$ cat src/pkg/l1a_pkg.sv
// Constants, codes, register map and types of the layer-1 activation block
package l1a_pkg;
    // ****************************************
    // Host command codes
    // ****************************************
    localparam logic [3:0] CLOCK_REQUEST_CMD = 4'h0;
    localparam logic [3:0] FSM_REINIT_CMD = 4'h1;
    localparam logic [3:0] SINGLE_PULSE_CMD = 4'h2;
    localparam logic [3:0] CONTINUOUS_PULSE_CMD = 4'h3;
    localparam logic [3:0] ACTIVATE_REQUEST_CODE = 4'h8;
    localparam logic [3:0] LOCAL_LOOP_REQUEST_CODE = 4'h9;
    localparam logic [3:0] DEACTIVATE_CMD = 4'hf;
    // ****************************************
    // Host indication codes
    // ****************************************
    localparam logic [3:0] DEACT_REQUEST_IND = 4'h0;
    localparam logic [3:0] POWERED_UP_IND = 4'h7;
    localparam logic [3:0] TEST_MODE_ACK_IND = 4'h2;
    localparam logic [3:0] RECEIVER_UNSYNC_IND = 4'h4;
    localparam logic [3:0] REMOTE_LOOP_SYNC_IND = 4'ha;
    localparam logic [3:0] ACTIVE_IND = 4'hc;
    localparam logic [3:0] LOCAL_LOOP_ACTIVE_IND = 4'hd;
    localparam logic [3:0] REMOTE_LOOP_ACTIVE_IND = 4'he;
    localparam logic [3:0] DEACTIVATION_CONFIRM_IND = 4'hf;
    // ****************************************
    // Line infos
    // ****************************************
    localparam logic [1:0] RX_I0 = 2'h0;
    localparam logic [1:0] RX_I2 = 2'h1;
    localparam logic [1:0] RX_I4 = 2'h2;
    localparam logic [1:0] RX_IX = 2'h3;
    localparam logic [2:0] TX_I0 = 3'h0;
    localparam logic [2:0] TX_I1W = 3'h1;
    localparam logic [2:0] TX_I1 = 3'h2;
    localparam logic [2:0] TX_I3 = 3'h3;
    localparam logic [2:0] TX_IT1 = 3'h4;
    localparam logic [2:0] TX_IT2 = 3'h5;
    // ****************************************
    // Register map
    // ****************************************
    localparam int ADDR_W = 8;
    localparam logic [7:0] REG_CONF = 8'h00;
    localparam logic [7:0] REG_SW_CLEAR = 8'h04;
    localparam logic [7:0] REG_LINE_TX_CMD = 8'h08;
    localparam logic [7:0] REG_LINE_RX_STA = 8'h0c;
    localparam logic [7:0] REG_FSM_STA = 8'h10;
    localparam int CONF_SW_SEL_BIT = 0;
    localparam int CONF_CKS_BIT = 1;
    localparam int CONF_IRQ_MASK_BIT = 2;
    localparam int SW_CLEAR_BIT = 0;
    localparam logic [2:0] CONF_RESET = 3'h0;
    localparam logic [1:0] RESP_OKAY = 2'h0;
    localparam logic [1:0] RESP_SLVERR = 2'h2;
    localparam logic [7:0] B_IDLE = 8'hff;
    // ****************************************
    // Types
    // ****************************************
    typedef enum logic [10:0] {
        ST_RST_PEND = 11'h001,
        ST_DEACT = 11'h002,
        ST_PWRUP = 11'h004,
        ST_PEND_ACT = 11'h008,
        ST_LVL_DET = 11'h010,
        ST_SYNCD = 11'h020,
        ST_ACTV = 11'h040,
        ST_LP_PEND = 11'h080,
        ST_LP_SYNC = 11'h100,
        ST_LP_ACT = 11'h200,
        ST_TEST = 11'h400
    } l1a_state_t;
    typedef struct packed {
        logic level;
        logic sbit;
        logic sync;
        logic [1:0] info;
    } l1a_rxsta_t;
endpackage

$ cat src/core/l1a_core.sv
// Layer-1 activation state machine with AXI4-Lite register slave
//
// The register addresses and the AXI4-Lite interface to the registers were left to the implementer.
`timescale 1ns/1ps
module l1a_core
    import l1a_pkg::*;
(
    input wire logic aclk,
    input wire logic aresetn,
    input wire logic rst_pin_n,
    input wire logic frame_tick,
    input wire logic [3:0] host_cmd,
    input wire l1a_rxsta_t rx_sta,
    input wire logic [7:0] b_line_data,
    output logic [3:0] host_ind,
    output logic [2:0] tx_info,
    output logic loop_en,
    output logic host_power_down,
    output logic [7:0] b_host_data,
    output logic rx_status_change_irq,
    input wire logic [ADDR_W-1:0] s_axi_awaddr,
    input wire logic s_axi_awvalid,
    output logic s_axi_awready,
    input wire logic [31:0] s_axi_wdata,
    input wire logic [3:0] s_axi_wstrb,
    input wire logic s_axi_wvalid,
    output logic s_axi_wready,
    output logic [1:0] s_axi_bresp,
    output logic s_axi_bvalid,
    input wire logic s_axi_bready,
    input wire logic [ADDR_W-1:0] s_axi_araddr,
    input wire logic s_axi_arvalid,
    output logic s_axi_arready,
    output logic [31:0] s_axi_rdata,
    output logic [1:0] s_axi_rresp,
    output logic s_axi_rvalid,
    input wire logic s_axi_rready
);
    // ****************************************
    // Reset pin synchroniser
    // ****************************************
    logic pin_s1_r;
    logic pin_s2_r;
    always_ff @(posedge aclk) begin
        if (!aresetn) begin
            pin_s1_r <= 1'b1;
            pin_s2_r <= 1'b1;
        end else begin
            pin_s1_r <= rst_pin_n;
            pin_s2_r <= pin_s1_r;
        end
    end

    // ****************************************
    // AXI4-Lite write path
    // ****************************************
    logic aw_held_r;
    logic w_held_r;
    logic [ADDR_W-1:0] awaddr_r;
    logic [31:0] wdata_r;
    logic [3:0] wstrb_r;
    logic bvalid_r;
    logic [1:0] bresp_r;
    wire aw_take = s_axi_awvalid && !aw_held_r && !bvalid_r;
    wire w_take = s_axi_wvalid && !w_held_r && !bvalid_r;
    wire wr_fire = aw_held_r && w_held_r && !bvalid_r;
    wire [7:0] wr_off = awaddr_r & 8'hfc;
    wire wr_conf = wr_fire && (wr_off == REG_CONF);
    wire wr_clear = wr_fire && (wr_off == REG_SW_CLEAR);
    wire wr_txcmd = wr_fire && (wr_off == REG_LINE_TX_CMD);
    wire wr_known = wr_off == REG_CONF || wr_off == REG_SW_CLEAR ||
                    wr_off == REG_LINE_TX_CMD || wr_off == REG_LINE_RX_STA ||
                    wr_off == REG_FSM_STA;
    always_ff @(posedge aclk) begin
        if (!aresetn) begin
            aw_held_r <= 1'b0;
            w_held_r <= 1'b0;
            awaddr_r <= '0;
            wdata_r <= '0;
            wstrb_r <= '0;
            bvalid_r <= 1'b0;
            bresp_r <= RESP_OKAY;
        end else begin
            if (aw_take) begin
                aw_held_r <= 1'b1;
                awaddr_r <= s_axi_awaddr;
            end
            if (w_take) begin
                w_held_r <= 1'b1;
                wdata_r <= s_axi_wdata;
                wstrb_r <= s_axi_wstrb;
            end
            if (wr_fire) begin
                aw_held_r <= 1'b0;
                w_held_r <= 1'b0;
                bvalid_r <= 1'b1;
                bresp_r <= wr_known ? RESP_OKAY : RESP_SLVERR;
            end else if (bvalid_r && s_axi_bready) begin
                bvalid_r <= 1'b0;
            end
        end
    end
    assign s_axi_awready = !aw_held_r && !bvalid_r;
    assign s_axi_wready = !w_held_r && !bvalid_r;
    assign s_axi_bvalid = bvalid_r;
    assign s_axi_bresp = bresp_r;
    // ****************************************
    // Software registers
    // ****************************************
    logic [2:0] conf_r;
    logic [2:0] line_tx_command_reg;
    logic sw_clear_r;
    wire byte0 = wstrb_r[0];
    always_ff @(posedge aclk) begin
        if (!aresetn) begin
            conf_r <= CONF_RESET;
            line_tx_command_reg <= TX_I0;
            sw_clear_r <= 1'b0;
        end else begin
            if (wr_conf && byte0) begin
                conf_r <= wdata_r[2:0];
            end
            if (wr_txcmd && byte0) begin
                line_tx_command_reg <= wdata_r[2:0];
            end
            // Self-clearing, seen as one pulse by the machine
            sw_clear_r <= wr_clear && byte0 && wdata_r[SW_CLEAR_BIT];
        end
    end
    wire software_layer1_select = conf_r[CONF_SW_SEL_BIT];
    wire power_down_clock_stop = conf_r[CONF_CKS_BIT];
    wire irq_mask = conf_r[CONF_IRQ_MASK_BIT];
    // ****************************************
    // Receive status and change flag
    // ****************************************
    logic [4:0] rx_prev_r;
    logic chg_flag_r;
    logic rd_sta_clr;
    wire rx_changed = rx_sta != rx_prev_r;
    always_ff @(posedge aclk) begin
        if (!aresetn) begin
            rx_prev_r <= '0;
            chg_flag_r <= 1'b0;
        end else begin
            rx_prev_r <= rx_sta;
            // A change in the read cycle keeps the flag set
            if (rx_changed) begin
                chg_flag_r <= 1'b1;
            end else if (rd_sta_clr) begin
                chg_flag_r <= 1'b0;
            end
        end
    end
    // ****************************************
    // Command decode and receive classes
    // ****************************************
    wire cmd_clk = host_cmd == CLOCK_REQUEST_CMD;
    wire cmd_rst = host_cmd == FSM_REINIT_CMD;
    wire cmd_pl1 = host_cmd == SINGLE_PULSE_CMD;
    wire cmd_plc = host_cmd == CONTINUOUS_PULSE_CMD;
    wire cmd_up = host_cmd == ACTIVATE_REQUEST_CODE;
    wire cmd_lpb = host_cmd == LOCAL_LOOP_REQUEST_CODE;
    wire cmd_dn = host_cmd == DEACTIVATE_CMD;
    wire rx_i0 = rx_sta.info == RX_I0;
    wire rx_i2 = rx_sta.sync && rx_sta.info == RX_I2;
    wire rx_i4 = rx_sta.sync && rx_sta.info == RX_I4;
    wire rx_lost = !rx_sta.sync;
    wire restart = cmd_rst || sw_clear_r || !pin_s2_r;
    // ****************************************
    // State machine
    // ****************************************
    l1a_state_t state_r;
    l1a_state_t state_nxt;
    logic test_cont_r;
    always_comb begin
        state_nxt = state_r;
        unique case (state_r)
            ST_RST_PEND: begin
                if (cmd_dn) state_nxt = ST_DEACT;
            end
            ST_DEACT, ST_PWRUP: begin
                if (cmd_up) state_nxt = ST_PEND_ACT;
                else if (cmd_lpb) state_nxt = ST_LP_PEND;
                else if (!rx_i0) state_nxt = ST_LVL_DET;
                else if (cmd_clk) state_nxt = ST_PWRUP;
            end
            ST_PEND_ACT: begin
                if (!rx_i0) state_nxt = ST_LVL_DET;
            end
            ST_LVL_DET: begin
                if (rx_i0) state_nxt = ST_RST_PEND;
                else if (rx_i4) state_nxt = ST_ACTV;
                else if (rx_i2) state_nxt = ST_SYNCD;
            end
            ST_SYNCD, ST_ACTV: begin
                if (rx_i0) state_nxt = ST_RST_PEND;
                else if (rx_lost) state_nxt = ST_LVL_DET;
                else if (rx_i4) state_nxt = ST_ACTV;
                else if (rx_i2) state_nxt = ST_SYNCD;
            end
            ST_LP_PEND: begin
                if (!rx_lost) state_nxt = ST_LP_SYNC;
            end
            ST_LP_SYNC: begin
                if (rx_i4) state_nxt = ST_LP_ACT;
            end
            ST_LP_ACT: begin
                if (rx_lost) state_nxt = ST_LP_PEND;
            end
            ST_TEST: begin
                state_nxt = ST_TEST;
            end
        endcase
        // Commands that override the line events
        if ((cmd_pl1 || cmd_plc) && state_r != ST_RST_PEND) begin
            state_nxt = ST_TEST;
        end
        if (cmd_dn && state_r != ST_DEACT) begin
            state_nxt = ST_DEACT;
        end
    end

    // Software mode freezes the internal machine
    wire step = frame_tick && !software_layer1_select;
    always_ff @(posedge aclk) begin
        if (!aresetn) begin
            state_r <= ST_RST_PEND;
            test_cont_r <= 1'b0;
        end else begin
            if (restart && !software_layer1_select) begin
                state_r <= ST_RST_PEND;
            end else if (step) begin
                state_r <= state_nxt;
                if (cmd_plc) test_cont_r <= 1'b1;
                else if (cmd_pl1) test_cont_r <= 1'b0;
            end
        end
    end
    // ****************************************
    // Per-state outputs
    // ****************************************
    logic [2:0] fsm_tx;
    logic [3:0] fsm_ind;
    always_comb begin
        fsm_tx = TX_I0;
        fsm_ind = DEACT_REQUEST_IND;
        unique case (state_r)
            ST_RST_PEND: begin
                fsm_tx = TX_I0;
                fsm_ind = DEACT_REQUEST_IND;
            end
            ST_DEACT: begin
                fsm_tx = TX_I0;
                fsm_ind = DEACTIVATION_CONFIRM_IND;
            end
            ST_PWRUP: begin
                fsm_tx = TX_I0;
                fsm_ind = POWERED_UP_IND;
            end
            ST_PEND_ACT: begin
                fsm_tx = TX_I1W;
                fsm_ind = POWERED_UP_IND;
            end
            ST_LVL_DET: begin
                fsm_tx = TX_I0;
                fsm_ind = RECEIVER_UNSYNC_IND;
            end
            ST_SYNCD: begin
                fsm_tx = TX_I1;
                fsm_ind = rx_sta.sbit ? REMOTE_LOOP_SYNC_IND : ACTIVATE_REQUEST_CODE;
            end
            ST_ACTV: begin
                fsm_tx = TX_I3;
                fsm_ind = rx_sta.sbit ? REMOTE_LOOP_ACTIVE_IND : ACTIVE_IND;
            end
            ST_LP_PEND: begin
                fsm_tx = TX_I1;
                fsm_ind = RECEIVER_UNSYNC_IND;
            end
            ST_LP_SYNC: begin
                fsm_tx = TX_I3;
                fsm_ind = LOCAL_LOOP_REQUEST_CODE;
            end
            ST_LP_ACT: begin
                fsm_tx = TX_I3;
                fsm_ind = LOCAL_LOOP_ACTIVE_IND;
            end
            ST_TEST: begin
                fsm_tx = test_cont_r ? TX_IT1 : TX_IT2;
                fsm_ind = TEST_MODE_ACK_IND;
            end
        endcase
    end

    wire in_loop = state_r == ST_LP_PEND || state_r == ST_LP_SYNC || state_r == ST_LP_ACT;
    wire pass_b = state_r == ST_ACTV && !software_layer1_select;

    // ****************************************
    // Registered outputs
    // ****************************************
    logic [3:0] ind_r;
    logic [2:0] tx_r;
    logic loop_r;
    logic pd_r;
    logic [7:0] b_r;
    logic irq_r;
    always_ff @(posedge aclk) begin
        if (!aresetn) begin
            ind_r <= DEACT_REQUEST_IND;
            tx_r <= TX_I0;
            loop_r <= 1'b0;
            pd_r <= 1'b0;
            b_r <= B_IDLE;
            irq_r <= 1'b0;
        end else begin
            if (frame_tick) begin
                ind_r <= fsm_ind;
            end
            tx_r <= software_layer1_select ? line_tx_command_reg : fsm_tx;
            loop_r <= in_loop && !software_layer1_select;
            pd_r <= state_r == ST_DEACT && power_down_clock_stop;
            b_r <= pass_b ? b_line_data : B_IDLE;
            irq_r <= chg_flag_r && !irq_mask;
        end
    end
    assign host_ind = ind_r;
    assign tx_info = tx_r;
    assign loop_en = loop_r;
    assign host_power_down = pd_r;
    assign b_host_data = b_r;
    assign rx_status_change_irq = irq_r;

    // ****************************************
    // AXI4-Lite read path
    // ****************************************
    logic rvalid_r;
    logic [31:0] rdata_r;
    logic [1:0] rresp_r;
    logic [31:0] rd_mux;
    logic rd_ok;
    wire ar_take = s_axi_arvalid && !rvalid_r;
    wire [7:0] rd_off = s_axi_araddr & 8'hfc;
    always_comb begin
        rd_mux = '0;
        rd_ok = 1'b1;
        unique case (rd_off)
            REG_CONF: rd_mux = {29'h0, conf_r};
            REG_SW_CLEAR: rd_mux = '0;
            REG_LINE_TX_CMD: rd_mux = {29'h0, line_tx_command_reg};
            REG_LINE_RX_STA: rd_mux = {26'h0, chg_flag_r, rx_sta};
            REG_FSM_STA: rd_mux = {13'h0, state_r, 4'h0, ind_r};
            default: rd_ok = 1'b0;
        endcase
    end
    assign rd_sta_clr = ar_take && rd_off == REG_LINE_RX_STA;
    always_ff @(posedge aclk) begin
        if (!aresetn) begin
            rvalid_r <= 1'b0;
            rdata_r <= '0;
            rresp_r <= RESP_OKAY;
        end else if (ar_take) begin
            rvalid_r <= 1'b1;
            rdata_r <= rd_mux;
            rresp_r <= rd_ok ? RESP_OKAY : RESP_SLVERR;
        end else if (rvalid_r && s_axi_rready) begin
            rvalid_r <= 1'b0;
        end
    end
    assign s_axi_arready = !rvalid_r;
    assign s_axi_rvalid = rvalid_r;
    assign s_axi_rdata = rdata_r;
    assign s_axi_rresp = rresp_r;
endmodule // l1a_core

$ cat config.mk
export PLATFORM = sky130hd
export DESIGN_NAME = l1a_core
export DESIGN_NICKNAME = d
export VERILOG_FILES = /design/src/pkg/l1a_pkg.sv /design/src/core/l1a_core.sv
export SDC_FILE = /design/constraint.sdc
export NUM_CORES = 1
export LEC_CHECK = 0
export BUFFER_PORTS_ARGS = -buffer_cell sky130_fd_sc_hd__buf_2
export CORE_MARGIN = 1.5
export CORE_UTILIZATION = 50
export DETAILED_ROUTE_END_ITERATION = 16
export GPL_TIMING_DRIVEN = 0
export MAX_ROUTING_LAYER = met4
export PLACE_DENSITY_LB_ADDON = 0.2
export REMOVE_ABC_BUFFERS = 1
export SLEW_MARGIN = 10
export SYNTH_ARGS = -nofsm -noshare
export SYNTH_HDL_FRONTEND = slang
export SYNTH_SLANG_ARGS = --single-unit
$ cat constraint.sdc
create_clock -name aclk -period 2.53 [get_ports aclk]
set_input_delay 0.1265 -clock aclk [delete_from_list [all_inputs] [get_ports aclk]]
set_output_delay 0.1265 -clock aclk [all_outputs]
set_load 0.05 [all_outputs]
==> metrics.txt <==
Worst Tran Pin Value=1048 ps; Max Cap Viol=0; Hold Crit Class=in2reg; clock root buffer=clkbuf_8; TritonCTS clock tree=yes; Port Buffers=83; first-pass GRT wire length=14840 microns; leakage power=1.836 nW; mux contribution to synthesized area=4.483%; setup repair after global routing missed its margin=true; Worst Reg-to-Reg Cells=6; WS Path Type=reg2reg; Main synth FF type=dfxtp_1; Die X=90.14 microns; Worst Path Required=2830 ps; Slew headroom=29.96%; synth warn=0; Compound-Gate Fraction of Synth Area=19.35%; Achievable Freq=408.2 MHz; post-synthesis area per instance=8.707 sq um; Inst Count DP=589; final hold violation count=0; Worst-path clk slew=90 ps; hold depth=2; power density cells=589.7 mW/mm^2; diode count=0; final period utilization=96.83%; nets@finish=589; Total GRT Usage=23.00%; hpwl dp=6332 microns; GP Congestion=0.9089; clock sink total=78; Slowest cell on crit path=or4_4; Die Y=90.14 microns; crit path capture type=register; fraction of registers with async set/reset=0%; status=complete, no violations; CP max FO=10; Max stage delay on crit path=620 ps; hold_sp=s_axi_arvalid; largest net degree at the start of global routing=62; # fillers=669; largest family of logic cells by synthesized area=simple AND/OR/NAND/NOR gates; initial cell density of the core=52.06%; postcts setup bufs=0; synthesized-area fraction occupied by adder cells=0%; VDD IR max=0.3184 mV; routed wire length=9047 microns; Longest Clk Path Bufs=2; Synth cell types=60; Top delay family on crit path=compound AO/OA/AOI/OAI gates; Final Max Slew Viols=0; crit path DAT=2750 ps; area of the core=0.007292 sq mm; initial antenna violation count=0; final hold slack=18.63 ps; post-synthesis cell count=436; vias in the first global route=3042; Pre-antenna DRT Iters=5; xor and xnor fraction of the mapped netlist area=2.076%; crit start category=register; critical path cell sequence=or4_4 > nor3_2 > a21boi_2 > o21bai_1 > a21oi_4 > a22o_1; Via Count=3390; Sum Neg Setup Slack=0 ps; synthesis-to-layout area growth=17.57%; layout cells sized above 1=22.67%; Post-Synth Simple-Gate Area=25.54%; io pins=137; max FFs per register=17; Finished Cell Area=0.004463 sq mm; r2r endpoint=state_r[2]; DRT iter0 DRCs=307; Avg WL per Cell=14.71 microns; Layout Cells excl Fill=615; placed inst area=0.004151 sq mm; R2R Setup Slk=80 ps; Final Setup Violations=0; CTS buffer count=9; H-tree depth=3; via/cell ratio=5.512; reg2reg start=state_r[2]; clock period minus worst slack=2450 ps; number of synthesized register bits=78; Post-synth EDFFs=0; clk_lat worst skew=350 ps; Hold EP=s_axi_rvalid; Clock Skews=11.07 ps; register area share after synthesis=41.13%; Buf/Inv on CP=0; Detail Route Antenna Nets=0; row cnt=31; DRC violations left=0; die footprint=0.008124 sq mm; post-synthesis cell area=0.003796 sq mm; GRT Residual Overflow=0
[cell usage in the layout, fill, tap and decap left out, types with 3 or more instances in the layout]
cell type      netlist  layout
buf_2                3      83
dfxtp_1             78      78
nand2_1             33      33
o21ai_0             28      28
nor2b_1             24      24
nor2_1              21      21
a21boi_0            18      18
nand3_1             17      17
mux2i_1             17      17
conb_1               1      17
and2_1              14      14
a31oi_1             12      12
a21oi_1             11      11
nand2b_1            10      10
dlygate4sd3_1        0      10
inv_1                9       9
nor3_1               9       9
or2_2                9       9
clkbuf_8             0       9
o2bb2ai_1            7       7
xnor2_1              5       5
xor2_1               4       4
nor3b_1              4       4
nand4_1              4       4
or3_1                3       3
and3_1               3       3
o211a_1              3       3
o211ai_1             3       3
a222oi_1             3       3
nor4b_1              3       3
inv_6                0       3
[worst max path at each step]
stage | from | endpoint | slack [ps] | depth (start not counted)
after detailed placement | state_r[3] | state_r[2] | 70 | 6
final | state_r[2] | state_r[2] | 80 | 6
after global routing | state_r[2] | state_r[2] | -3 | 6
after global placement | state_r[2] | state_r[2] | 70 | 6
after floorplan | state_r[7] | state_r[10] | 450 | 6
after CTS | state_r[2] | state_r[2] | 50 | 6
[cells by family (layout without fill, tap and decap cells)]
kind of cell,Yosys count,in the layout
buf+inv,54,118
simple gates,171,171
xor+xnor,9,9
compound gates,106,106
mux,17,17
other cells,1,17
flops,78,78
[Yosys cell counts (5+ instances only)]
library cell,number,area (sq um)
a21boi_0,18,135.1
a21oi_1,11,55.05
a31oi_1,12,75.07
and2_1,14,87.58
buf_4,17,127.6
clkbuf_1,24,90.09
dfxtp_1,78,1562
inv_1,9,33.78
mux2i_1,17,170.2
nand2_1,33,123.9
nand2b_1,10,62.56
nand3_1,17,85.08
nor2_1,21,78.83
nor2b_1,24,150.1
nor3_1,9,45.04
o21ai_0,28,140.1
o2bb2ai_1,7,61.31
or2_2,9,56.30
xnor2_1,5,43.79
[worst reg2reg max path, stage by stage, from the launching register on]
cell and delay, ps:
dfxtp_1 450, or4_4 620, nor3_2 340, a21boi_2 320, o21bai_1 150, a21oi_4 320, a22o_1 190
[metrics by stage]
step                total power, mW  worst slack [ps]  util [%]
finish                        2.632             80.11     61.20
global route                  2.731            -2.687     61.20
CTS                           2.643             47.07     61.10
detailed placement            1.665             70.87     56.93
global placement              1.657             72.99     56.93
floorplan                     1.555             450.4         -
[layer usage]
layer / GRT usage (%) / wire, microns
met3: 4.230 / 543
met5: - / 0
met1: 30.85 / 4224
met2: 35.48 / 4158
met4: 6.481 / 121
[layout make-up]
type	count	area [sq um]	area share, %
inverters	9	33.78	0.7569
clock inverters	7	80.08	1.794
clock buffers	9	123.9	2.775
multi-input cells	320	2024	45.36
repair buffers	93	515.5	11.55
flip-flops and latches	78	1562	34.99
well taps	99	123.9	2.775
[report_power, final]
part,internal [mW],switching [mW]
Combinational,0.118,0.242
Clock,0.472,0.508
Sequential,1.26,0.0305
Total,1.85,0.781
[timing repair]
action / 4_1_cts / 5_1_grt
hold buffers: 10 / 0
hold endpoints to repair: 10 / 0
gates resized for setup: 0 / 1
endpoints found under the setup margin: 0 / 8
Note: power is estimated with default switching activity, not from simulation.
